===== src/rtl/serial_regs_pkg.sv =====
// constants for the serial channel command, pointer and interrupt-enable registers
package serial_regs_pkg;

    // pointer values of the internal registers
    localparam logic [3:0] PTR_COMMAND      = 4'h0;
    localparam logic [3:0] PTR_LOW_IRQ_EN   = 4'h1;
    localparam logic [3:0] PTR_VECTOR       = 4'h2;
    localparam logic [3:0] PTR_FRAME_LOW    = 4'h6;
    localparam logic [3:0] PTR_FRAME_HIGH   = 4'h7;
    localparam logic [3:0] PTR_BAUD_LOW     = 4'hd;
    localparam logic [3:0] PTR_HIGH_IRQ_EN  = 4'hf;

    // command register field positions
    localparam int CMD_FIRST_MSB  = 7;
    localparam int CMD_FIRST_LSB  = 6;
    localparam int CMD_SECOND_MSB = 5;

    // first reset command codes
    localparam logic [1:0] FIRST_NONE         = 2'h0;
    localparam logic [1:0] FIRST_RX_CRC       = 2'h1;
    localparam logic [1:0] FIRST_TX_CRC       = 2'h2;
    localparam logic [1:0] FIRST_CLR_UNDERRUN = 2'h3;

    // second reset command codes (hex values of the six-bit field)
    localparam logic [5:0] SECOND_CLR_EXT     = 6'h10;
    localparam logic [5:0] SECOND_SEND_ABORT  = 6'h18;
    localparam logic [5:0] SECOND_ARM_NEXT_RX = 6'h20;
    localparam logic [5:0] SECOND_CLR_TX_PEND = 6'h28;
    localparam logic [5:0] SECOND_CLR_EXCEPT  = 6'h30;
    localparam logic [5:0] SECOND_CLR_HIGHEST = 6'h38;

    // low interrupt-enable fields
    localparam int LOW_RX_MODE_MSB = 4;
    localparam int LOW_RX_MODE_LSB = 3;
    localparam int LOW_PARITY_BIT  = 2;
    localparam int LOW_TX_BIT      = 1;
    localparam int LOW_EXT_BIT     = 0;

    // high interrupt-enable fields
    localparam int HIGH_BREAK_BIT    = 7;
    localparam int HIGH_UNDERRUN_BIT = 6;
    localparam int HIGH_CTS_BIT      = 5;
    localparam int HIGH_SYNC_BIT     = 4;
    localparam int HIGH_DCD_BIT      = 3;
    localparam int HIGH_FRAME_Q_BIT  = 2;
    localparam int HIGH_ZERO_BIT     = 1;
    localparam int HIGH_SECOND_BIT   = 0;

    // receive interrupt modes
    localparam logic [1:0] RX_MODE_OFF       = 2'h0;
    localparam logic [1:0] RX_MODE_FIRST     = 2'h1;
    localparam logic [1:0] RX_MODE_EVERY     = 2'h2;
    localparam logic [1:0] RX_MODE_EXCEPTION = 2'h3;

    // pending source codes
    localparam logic [2:0] VEC_TX_EMPTY  = 3'h4;
    localparam logic [2:0] VEC_EXT       = 3'h5;
    localparam logic [2:0] VEC_RX_AVAIL  = 3'h6;
    localparam logic [2:0] VEC_EXCEPTION = 3'h7;

    // reset values
    localparam logic [7:0] RESET_LOW_IRQ_EN  = 8'h00;
    localparam logic [7:0] RESET_HIGH_IRQ_EN = 8'h00;
    localparam logic [7:0] RESET_BAUD_LOW    = 8'h00;
    localparam logic [3:0] RESET_POINTER     = 4'h0;
    localparam logic [7:0] LOW_RESERVED_ONES = 8'he0;

endpackage


===== src/rtl/source_vector.sv =====
// priority encoder that turns the gated pending sources into a vector code
`timescale 1ns/1ps
module source_vector
    import serial_regs_pkg::*;
(
    input  wire logic       exception_pend,
    input  wire logic       rx_pend,
    input  wire logic       ext_pend,
    input  wire logic       tx_pend,
    output logic            any_pend,
    output logic [2:0]      code
);

    // exception first, then receive, external, transmit
    always_comb
    begin
        any_pend = exception_pend | rx_pend | ext_pend | tx_pend;
        if (exception_pend)
        begin
            code = VEC_EXCEPTION;
        end
        else if (rx_pend)
        begin
            code = VEC_RX_AVAIL;
        end
        else if (ext_pend)
        begin
            code = VEC_EXT;
        end
        else if (tx_pend)
        begin
            code = VEC_TX_EMPTY;
        end
        else
        begin
            // nothing pending: lowest code, as the idle vector
            code = 3'h0;
        end
    end

endmodule


===== src/rtl/serial_command_and_irq_enable_regs.sv =====
// command, pointer and interrupt-enable register set of one serial channel
// Function
// - command splits 7:6 first, 5:0 second/pointer
// - first command 3 underrun, 2 tx crc, 1 rx crc
// - after clear underrun, append crc when underrun ends
// - decode second commands 38,30,28,20,18,10
// - pointer values 0 to F select registers
// - low enable 4:3 selects receive interrupt mode
// - low enable bit 2 gates parity interrupt
// - low enable bit 1 enables transmit interrupt
// - low enable bit 0 enables external status
// - high enable bit 7 break/abort interrupt
// - high enable bit 6 underrun/end-of-message interrupt
// - high bits 5,4,3 cts, sync, carrier
// - high bit 2 enables frame status queue
// - high bit 1 baud zero interrupt
// - high bit 0 enables secondary control
// - pointer F is high enable and pointer
// - vector at 2 channel 1 only, 2:0
// - vector 7 exception,6 rx,5 ext,4 tx
// - baud compare low byte at pointer D
// - pointer access paired, reverts to zero
// - frame queue on: regs 7/6 remapped
`timescale 1ns/1ps
module serial_command_and_irq_enable_regs
    import serial_regs_pkg::*;
#(
    parameter bit CHANNEL_ONE = 1'b1            // vector register only on channel 1
)
(
    input  wire logic       clk,
    input  wire logic       reset_n,
    // cpu access to this channel
    input  wire logic       cpu_wr,
    input  wire logic       cpu_rd,
    input  wire logic [7:0] cpu_wdata,
    output logic [7:0]      cpu_rdata,
    // raw events from the serial engine
    input  wire logic       rx_char,
    input  wire logic       rx_exception,
    input  wire logic       parity_err,
    input  wire logic       tx_empty,
    input  wire logic       break_abort,
    input  wire logic       tx_underrun,
    input  wire logic       cts_change,
    input  wire logic       sync_event,
    input  wire logic       dcd_change,
    input  wire logic       baud_zero,
    input  wire logic [7:0] frame_status_low,
    input  wire logic [7:0] frame_status_high,
    input  wire logic [7:0] other_rd_data,      // engine registers not held here
    // command pulses and controls to the engine
    output logic            rx_crc_reset,
    output logic            tx_crc_reset,
    output logic            send_abort,
    output logic            tx_crc_append,
    output logic            frame_status_queue_enable,
    output logic            secondary_control_enable,
    output logic            write7_secondary,
    output logic [7:0]      baud_compare_low_byte,
    output logic [3:0]      selected_pointer,
    output logic            irq
);

    logic [3:0] ptr_q, ptr_d;                   // pointer for the next access
    logic [7:0] low_en_q, low_en_d;             // low interrupt enable
    logic [7:0] high_en_q, high_en_d;           // high interrupt enable
    logic [7:0] baud_q, baud_d;                 // baud compare low byte
    logic       rx_first_q, rx_first_d;         // armed for next/first character
    logic       ext_pend_q, ext_pend_d;         // latched external status
    logic       exc_pend_q, exc_pend_d;         // latched exception
    logic       tx_pend_q, tx_pend_d;           // latched transmitter interrupt
    logic       rx_pend_q, rx_pend_d;           // latched receive interrupt
    logic       und_armed_q, und_armed_d;       // clear-underrun given
    logic       crc_app_q, crc_app_d;           // append pulse to engine
    logic       rxc_q, rxc_d, txc_q, txc_d, ab_q, ab_d;
    logic [7:0] rdata_q, rdata_d;
    logic       irq_q, irq_d;
    logic [2:0] vec_code;
    logic       cmd_write;
    logic [1:0] first_cmd;
    logic [5:0] second_field;
    logic       ext_evt, exc_evt, rx_evt;
    logic       prev_und_q, prev_und_d;         // for underrun end detection

    assign cmd_write    = cpu_wr && (ptr_q == PTR_COMMAND);
    assign first_cmd    = cpu_wdata[CMD_FIRST_MSB:CMD_FIRST_LSB];
    assign second_field = cpu_wdata[CMD_SECOND_MSB:0];

    // gated events; enables below come straight from the stored fields
    always_comb
    begin
        ext_evt = low_en_q[LOW_EXT_BIT] &&
                  ((break_abort && high_en_q[HIGH_BREAK_BIT]) ||
                   (tx_underrun && high_en_q[HIGH_UNDERRUN_BIT]) ||
                   (cts_change && high_en_q[HIGH_CTS_BIT]) ||
                   (sync_event && high_en_q[HIGH_SYNC_BIT]) ||
                   (dcd_change && high_en_q[HIGH_DCD_BIT]) ||
                   (baud_zero && high_en_q[HIGH_ZERO_BIT]));
        // parity only counts as exception when its enable is set
        exc_evt = (low_en_q[LOW_RX_MODE_MSB:LOW_RX_MODE_LSB] != RX_MODE_OFF) &&
                  (rx_exception || (parity_err && low_en_q[LOW_PARITY_BIT]));
        // receive character interrupt by mode
        unique case (low_en_q[LOW_RX_MODE_MSB:LOW_RX_MODE_LSB])
            RX_MODE_OFF:       rx_evt = 1'b0;
            RX_MODE_FIRST:     rx_evt = rx_char && rx_first_q;
            RX_MODE_EVERY:     rx_evt = rx_char;
            RX_MODE_EXCEPTION: rx_evt = 1'b0;
        endcase
    end

    source_vector u_vec
    (
        .exception_pend (exc_pend_q),
        .rx_pend        (rx_pend_q),
        .ext_pend       (ext_pend_q),
        .tx_pend        (tx_pend_q),
        .any_pend       (),
        .code           (vec_code)
    );

    // next-state logic for pointer, registers, pending flags, commands
    always_comb
    begin
        ptr_d       = ptr_q;
        low_en_d    = low_en_q;
        high_en_d   = high_en_q;
        baud_d      = baud_q;
        rx_first_d  = rx_first_q;
        rxc_d       = 1'b0;
        txc_d       = 1'b0;
        ab_d        = 1'b0;
        crc_app_d   = 1'b0;
        und_armed_d = und_armed_q;
        prev_und_d  = tx_underrun;
        rdata_d     = rdata_q;
        // set wins over clear: clears first, events ored in afterwards
        ext_pend_d  = ext_pend_q;
        exc_pend_d  = exc_pend_q;
        tx_pend_d   = tx_pend_q;
        rx_pend_d   = rx_pend_q;
        if (cpu_wr)
        begin
            if (ptr_q == PTR_COMMAND)
            begin
                unique case (first_cmd)
                    FIRST_NONE:         ;
                    FIRST_RX_CRC:       rxc_d = 1'b1;
                    FIRST_TX_CRC:       txc_d = 1'b1;
                    FIRST_CLR_UNDERRUN: und_armed_d = 1'b1;
                endcase
                // low three bits zero and nonzero 5:4 mark a command; 0x08 stays a pointer
                if (second_field[2:0] == 3'h0 && second_field[5:4] != 2'h0)
                begin
                    unique case (second_field)
                        SECOND_CLR_HIGHEST:
                        begin
                            if (exc_pend_q)
                                exc_pend_d = 1'b0;
                            else if (rx_pend_q)
                                rx_pend_d = 1'b0;
                            else if (ext_pend_q)
                                ext_pend_d = 1'b0;
                            else
                                tx_pend_d = 1'b0;
                        end
                        SECOND_CLR_EXCEPT:  exc_pend_d = 1'b0;
                        SECOND_CLR_TX_PEND: tx_pend_d = 1'b0;
                        SECOND_ARM_NEXT_RX: rx_first_d = 1'b1;
                        SECOND_SEND_ABORT:  ab_d = 1'b1;
                        SECOND_CLR_EXT:     ext_pend_d = 1'b0;
                        default:            ;
                    endcase
                end
                else if (second_field[5:4] == 2'h0)
                begin
                    ptr_d = second_field[3:0];
                end
            end
            else
            begin
                unique case (ptr_q)
                    PTR_LOW_IRQ_EN:  low_en_d = cpu_wdata;
                    PTR_BAUD_LOW:    baud_d = cpu_wdata;
                    PTR_HIGH_IRQ_EN: high_en_d = cpu_wdata;
                    default:         ;
                endcase
                ptr_d = RESET_POINTER;
            end
        end
        else if (cpu_rd)
        begin
            unique case (ptr_q)
                PTR_LOW_IRQ_EN:  rdata_d = low_en_q | LOW_RESERVED_ONES;
                PTR_VECTOR:      rdata_d = CHANNEL_ONE ? {5'h00, vec_code}
                                                       : other_rd_data;
                PTR_BAUD_LOW:    rdata_d = baud_q;
                PTR_HIGH_IRQ_EN: rdata_d = high_en_q;
                PTR_FRAME_LOW:   rdata_d = high_en_q[HIGH_FRAME_Q_BIT] ?
                                           frame_status_low : other_rd_data;
                PTR_FRAME_HIGH:  rdata_d = high_en_q[HIGH_FRAME_Q_BIT] ?
                                           frame_status_high : other_rd_data;
                default:         rdata_d = other_rd_data;
            endcase
            ptr_d = RESET_POINTER;
        end
        // append crc when an underrun ends after the clear command
        if (und_armed_q && prev_und_q && !tx_underrun)
        begin
            crc_app_d   = 1'b1;
            und_armed_d = 1'b0;
        end
        if (rx_evt && rx_first_q)
            rx_first_d = 1'b0;
        ext_pend_d = ext_pend_d | ext_evt;
        exc_pend_d = exc_pend_d | exc_evt;
        rx_pend_d  = rx_pend_d | rx_evt;
        tx_pend_d  = tx_pend_d | (tx_empty && low_en_q[LOW_TX_BIT]);
        irq_d      = ext_pend_d | exc_pend_d | rx_pend_d | tx_pend_d;
    end

    // registers only
    always_ff @(posedge clk)
    begin
        if (!reset_n)
        begin
            ptr_q       <= RESET_POINTER;
            low_en_q    <= RESET_LOW_IRQ_EN;
            high_en_q   <= RESET_HIGH_IRQ_EN;
            baud_q      <= RESET_BAUD_LOW;
            rx_first_q  <= 1'b1;
            ext_pend_q  <= 1'b0;
            exc_pend_q  <= 1'b0;
            tx_pend_q   <= 1'b0;
            rx_pend_q   <= 1'b0;
            und_armed_q <= 1'b0;
            crc_app_q   <= 1'b0;
            rxc_q       <= 1'b0;
            txc_q       <= 1'b0;
            ab_q        <= 1'b0;
            rdata_q     <= 8'h00;
            irq_q       <= 1'b0;
            prev_und_q  <= 1'b0;
        end
        else
        begin
            ptr_q       <= ptr_d;
            low_en_q    <= low_en_d;
            high_en_q   <= high_en_d;
            baud_q      <= baud_d;
            rx_first_q  <= rx_first_d;
            ext_pend_q  <= ext_pend_d;
            exc_pend_q  <= exc_pend_d;
            tx_pend_q   <= tx_pend_d;
            rx_pend_q   <= rx_pend_d;
            und_armed_q <= und_armed_d;
            crc_app_q   <= crc_app_d;
            rxc_q       <= rxc_d;
            txc_q       <= txc_d;
            ab_q        <= ab_d;
            rdata_q     <= rdata_d;
            irq_q       <= irq_d;
            prev_und_q  <= prev_und_d;
        end
    end

    assign cpu_rdata                 = rdata_q;
    assign rx_crc_reset              = rxc_q;
    assign tx_crc_reset              = txc_q;
    assign send_abort                = ab_q;
    assign tx_crc_append             = crc_app_q;
    assign frame_status_queue_enable = high_en_q[HIGH_FRAME_Q_BIT];
    assign write7_secondary          = high_en_q[HIGH_FRAME_Q_BIT];
    assign secondary_control_enable  = high_en_q[HIGH_SECOND_BIT];
    assign baud_compare_low_byte     = baud_q;
    assign selected_pointer          = ptr_q;
    assign irq                       = irq_q;
endmodule


===== config.mk =====
export PLATFORM = sky130hd
export DESIGN_NAME = serial_command_and_irq_enable_regs
export DESIGN_NICKNAME = d
export VERILOG_FILES = /design/src/rtl/serial_regs_pkg.sv /design/src/rtl/source_vector.sv /design/src/rtl/serial_command_and_irq_enable_regs.sv
export SDC_FILE = /design/constraint.sdc
export NUM_CORES = 1
export LEC_CHECK = 0
export CORE_UTILIZATION = 30
export DETAILED_ROUTE_END_ITERATION = 10
export DONT_BUFFER_PORTS = 1
export GPL_TIMING_DRIVEN = 0
export PLACE_DENSITY = 0.46
export SYNTH_ARGS = -nofsm -noshare
export SYNTH_HDL_FRONTEND = slang
export SYNTH_SLANG_ARGS = --single-unit
export TNS_END_PERCENT = 20

===== constraint.sdc =====
create_clock -name clk -period 1.8 [get_ports clk]
set_input_delay 0.27 -clock clk [delete_from_list [all_inputs] [get_ports clk]]
set_output_delay 0.27 -clock clk [all_outputs]
set_load 0.03 [all_outputs]

# Word level (Yosys, flattened, before mapping)
# Cells that the tools add are included.
# Widths: inputs -> output; s select.
# op_classes
n_eq_ne	20
n_mux	44
n_bitwise	10
reduce_logical	45
# op_table
operator	n
$pmux 8 s6	1
$mux 1	29
$eq 6x6->1 const B	4
$mux 4	5
$reduce_and 3->1	6
$mux 8	2
$logic_and 1x1->1	15
$reduce_bool 2->1	7
$eq 6x5->1 const B	2
$mux 3	4
$eq 2x2->1 const B	4
$eq 4x3->1 const B	2
$eq 4x4->1 const B	2
$reduce_and 4->1	2
$or 1x1->1	7
$logic_or 1x1->1	6
$reduce_or 2->1	3
$eq 2x1->1 const B	2
$eq 4x1->1 const B	1
$eq 4x2->1 const B	1
$logic_not 2->1	2
$logic_not 4->1	1
$pmux 1 s2	2
$logic_not 3->1	1
other kinds (6)	8
# totals
ff_bits	45
inputBits	46
output_inout_bits	28
word_cells	136

# Logic depth before layout (Yosys ltp)
# logic_depth
depth_word	11
ltp_mapped	7
mapped_depth_nobuf	5

# Modules after synthesis
# From an unflattened synthesis, not the netlist that was laid out.
# hier_totals
cells_unflattened	288
hier_area_um2	2457.4
# by_module_without_submodules
mod	n_inst	cells_per_inst	area_each_um2	seq_area_each_um2
serial_command_and_irq_enable_regs	1	283	2424.8	900.9
source_vector	1	5	32.5	0.0

# Worst setup path after synthesis
# Ideal clock, no wire load.
# synth_timing
path_kind	reg-to-reg
startpoint	register ptr_q[0], in the netlist selected_pointer[0]
endpoint	register rdata_q[3], in the netlist cpu_rdata[3]
t_arrival_ps	1420
path_slack_ps	247
path_stages_with_launch	7
synth_period_minus_slack_ps	1553
cell_sequence	dfxtp_1 buf_4 buf_6 mux2i_1 a21oi_1 a222oi_1 o32ai_1
# synth_between
elab_chain_len	2
word_cells_on_any_way	7
classes_between	eq/ne (6); mux (1)
# synth_lines
item	line	source
from (decl)	serial_command_and_irq_enable_regs.sv:65	logic [3:0] ptr_q, ptr_d;
from (signal assigned)	serial_command_and_irq_enable_regs.sv:247	ptr_q <= ptr_d;
$eq 4x3->1, or another cell as far along	serial_command_and_irq_enable_regs.sv:193	unique case (ptr_q)
$pmux 8 s6 *	serial_command_and_irq_enable_regs.sv:193	
to (signal assigned)	serial_command_and_irq_enable_regs.sv:261	rdata_q <= rdata_d;
to (decl)	serial_command_and_irq_enable_regs.sv:77	logic [7:0] rdata_q, rdata_d;
# Every way passes the cells marked *; elsewhere a longest branch is shown, timed or not.
# A chain may end at the register's enable or synchronous reset.

# Final worst setup path
# layout_timing
startpoint	register ptr_q[2], in the netlist selected_pointer[2]
endpoint	register baud_q[7], in the netlist baud_compare_low_byte[7]
# layout_between
elab_chain_len	3
word_cells_on_any_way	4
classes_between	eq/ne (1); bitwise (1); reduce/logical (2)
# layout_lines
item	line	source
$logic_not 4->1	serial_command_and_irq_enable_regs.sv:144	if (ptr_q == PTR_COMMAND)
$not 1->1 (no source line)	-	
$reduce_and 3->1 (no source line) *	-	
to (signal assigned)	serial_command_and_irq_enable_regs.sv:250	baud_q <= baud_d;
to (decl)	serial_command_and_irq_enable_regs.sv:68	logic [7:0] baud_q, baud_d;
# Marked as above.

==> impl_metrics.json <==
{
  "maxcap_violations": 0,
  "grt_start_max_net_pins": 16,
  "syn_area_mm2": 0.00239,
  "clkSinkCount": 45,
  "overflow": 0,
  "power_density_mw_per_mm2": 752,
  "antenna_left": 0,
  "fin_total_pwr_mw": 1.98,
  "drt-pass1-iter-count": 4,
  "syn-instance-count": 293,
  "finalSetupViolations": 0,
  "layout.nets": 347,
  "setup.worst_path.start_class": "flop",
  "cts_root_buf": "sky130_fd_sc_hd__clkbuf_8",
  "yosys.cell_types.count": 51,
  "synth-main-ff-cell": "sky130_fd_sc_hd__dfxtp_1",
  "setup_tns_ns": 0,
  "grt_first_pass_wirelength_um": 12200,
  "max_clock_freq_mhz": 605,
  "worst_skew_pair.late_latency_ns": 0.31,
  "route.detailed.vias_per_inst": 5.48,
  "post-route-drc-count": 0,
  "timing.max_slew.rel_slack_pct": 59.0,
  "synth.yosys.seq_area_share_pct": 37.7,
  "worst-endpoint-required_ns": 1.97,
  "initialDrtViolationCount": 116,
  "timing.clock.skew_ns": 0.00951,
  "numPortBuffers": 0,
  "synth_area_leaders": "sky130_fd_sc_hd__dfxtp_1, sky130_fd_sc_hd__a21oi_1, sky130_fd_sc_hd__nand2_1, sky130_fd_sc_hd__mux2i_1, sky130_fd_sc_hd__nand3_1",
  "detailed_place_hpwl_um": 5800,
  "crit_buf_inv": 1,
  "critical_path.endpoint_type": "flop",
  "final_critical_path_setup_slack_ns": 0.148,
  "timing.critical_path.max_delay_family": "simple AND/OR/NAND/NOR gates",
  "vias": 2215,
  "h_tree_lvl_count": 2,
  "timing.setup.critical_path_class": "reg2reg",
  "pin_count": 74,
  "grt_antenna_before_repair": 0,
  "yosys_warnings": 0,
  "drt-wirelength-per-cell_um": 18.9,
  "floorplan.core_area_mm2": 0.00773,
  "ir_worst_vdd_uv": 302,
  "max_slew.worst_pin.slew_ns": 0.615,
  "final_min_period_over_clock_period_pct": 91.8,
  "timing.final.crit_period_ns": 1.65,
  "synth_edf_count": 0,
  "crit_arrival_ns": 1.82,
  "worst_setup_hold_path_clk_slew_ns": 0.10,
  "synth.ff_latch_count": 45,
  "synth-async-reset-ratio_pct": 0,
  "hp-class": "in2reg",
  "via_count_of_the_first_global_routing_pass": 2174,
  "critical-path-max-stage-delay_ns": 0.51,
  "grt.total_usage_pct": 19.1,
  "antennaDiodeCount": 0,
  "chipHeight_um": 91.3,
  "placementRows": 32,
  "share_of_the_core_filled_with_cells_pct": 34.1,
  "gp_congestion": 0.796,
  "cts.path.max_buffers": 2,
  "fraction_of_post_synthesis_cell_area_in_the_top_cell_type_by_area_pct": 37.7,
  "mostFrequentLayoutCells": "sky130_fd_sc_hd__nand2_1, sky130_fd_sc_hd__dfxtp_1, sky130_fd_sc_hd__a21oi_1",
  "drt-total-wl_um": 7650,
  "mappedNetlistNets": 339,
  "die-width_um": 91.3,
  "critical_path_peak_fanout": 10,
  "area_delta_synth_final_pct": 10.2,
  "cts_tree": "yes",
  "overall_die_area_mm2": 0.00833,
  "initial_core_util_pct": 30.9,
  "pre_cts_ws_ns": -0.0547,
  "synth_largest_area_cell": "sky130_fd_sc_hd__dfxtp_1",
  "synth_area_per_cell_um2": 8.16,
  "layout_cell_share_with_drive_strength_beyond_1_pct": 13.6,
  "critical_path.cell_chain": "and2_4 -> and2_1 -> buf_4 -> nand2_2 -> nand2_1 -> a21oi_1",
  "static-leakage-power_nw": 0.914,
  "maxSlewViolCount": 0,
  "cpMaxStageDelayCell": "sky130_fd_sc_hd__dfxtp_2",
  "cts_setup_buffers": 0,
  "final-hold-violation-count": 0,
  "status": "finished, final reports clean",
  "cts_made_buffers": 5,
  "rsz0062_at_grt": "no"
}
==> layout make-up <==
class,count,area [um^2]
clock inverters,3,21.3
fillers,850,5090
flip-flops and latches,45,911
well taps,102,128
plain buffers,19,120
repair buffers,1,10.0
inverters,4,15.0
clock buffers,5,68.8
multi-input cells,225,1360
==> cells by family (layout without fill, tap and decap cells) <==
kind of cell	count (synthesis)	in the layout	share of synthesized area (%)
and+or+nand+nor	129	129	27.3
AOI/OAI and AO/OA	82	82	23.7
DFF	45	45	37.7
buffers and inverters	23	32	5.50
muxes	14	14	5.86
==> cell usage after synthesis (3+ instances only) <==
| library cell | instances |
|---|---|
| sky130_fd_sc_hd__a22oi_2 | 3 |
| sky130_fd_sc_hd__nor3_1 | 6 |
| sky130_fd_sc_hd__nand3_1 | 24 |
| sky130_fd_sc_hd__o21bai_1 | 3 |
| sky130_fd_sc_hd__nand4_1 | 3 |
| sky130_fd_sc_hd__buf_6 | 3 |
| sky130_fd_sc_hd__a21oi_1 | 33 |
| sky130_fd_sc_hd__and2_1 | 5 |
| sky130_fd_sc_hd__clkbuf_1 | 7 |
| sky130_fd_sc_hd__nor2b_1 | 7 |
| sky130_fd_sc_hd__buf_2 | 3 |
| sky130_fd_sc_hd__buf_4 | 5 |
| sky130_fd_sc_hd__o21ai_0 | 8 |
| sky130_fd_sc_hd__dfxtp_1 | 45 |
| sky130_fd_sc_hd__o211ai_1 | 3 |
| sky130_fd_sc_hd__mux2i_1 | 14 |
| sky130_fd_sc_hd__inv_1 | 4 |
| sky130_fd_sc_hd__nand2_1 | 41 |
| sky130_fd_sc_hd__nor2_1 | 24 |
| sky130_fd_sc_hd__a31oi_1 | 4 |
| sky130_fd_sc_hd__a22oi_1 | 5 |
==> report_power, final <==
part / switching (mW) / total (mW) / internal [mW]
clock: 0.396 / 0.673 / 0.277
sequential: 0.0598 / 1.08 / 1.02
combinational: 0.137 / 0.229 / 0.0924
total: 0.593 / 1.98 / 1.39
==> registers in the layout, indices dropped and copies added (netlist names), 4 cells and up <==
name and count:
baud_compare_low_byte 8, cpu_rdata 8, high_en_q 8, low_en_q 5
selected_pointer 4
==> repair_timing <==
item,4_1_cts,5_1_grt
hold buffers,0,1
endpoints found under the hold margin,0,1
pin swaps,0,1
resized for setup,4,5
endpoints found under the setup margin,10,20
==> routing by layer <==
layer,global-route usage [%],up-vias,routed length (um)
met4,3.84,0,58
met3,4.61,6,517
met5,0,-,0
met2,31.0,62,3620
met1,25.7,1066,3450
li1,-,1081,-
==> stage by stage <==
step                      cell area [um^2]  hold slack, ns  cells
after floorplan                       2390           0.346    293
after global placement                2520           0.352    395
after detailed placement              2520           0.349    395
after CTS                             2610         0.00654    403
after global routing                  2630         0.00288    404
final                                 2630          0.0151    404
==> final timing paths <==
check	startpoint	to	slack [ns]	depth (start not counted)
worst max-delay path	selected_pointer[2]	baud_compare_low_byte[7]	0.15	6
worst min-delay path	tx_underrun	tx_crc_append	0.02	1
worst max register to register	selected_pointer[2]	baud_compare_low_byte[7]	0.15	6
worst min register to register	prev_und_q	tx_crc_append	0.45	2
No activity file was read; power rests on OpenSTA's default activity.
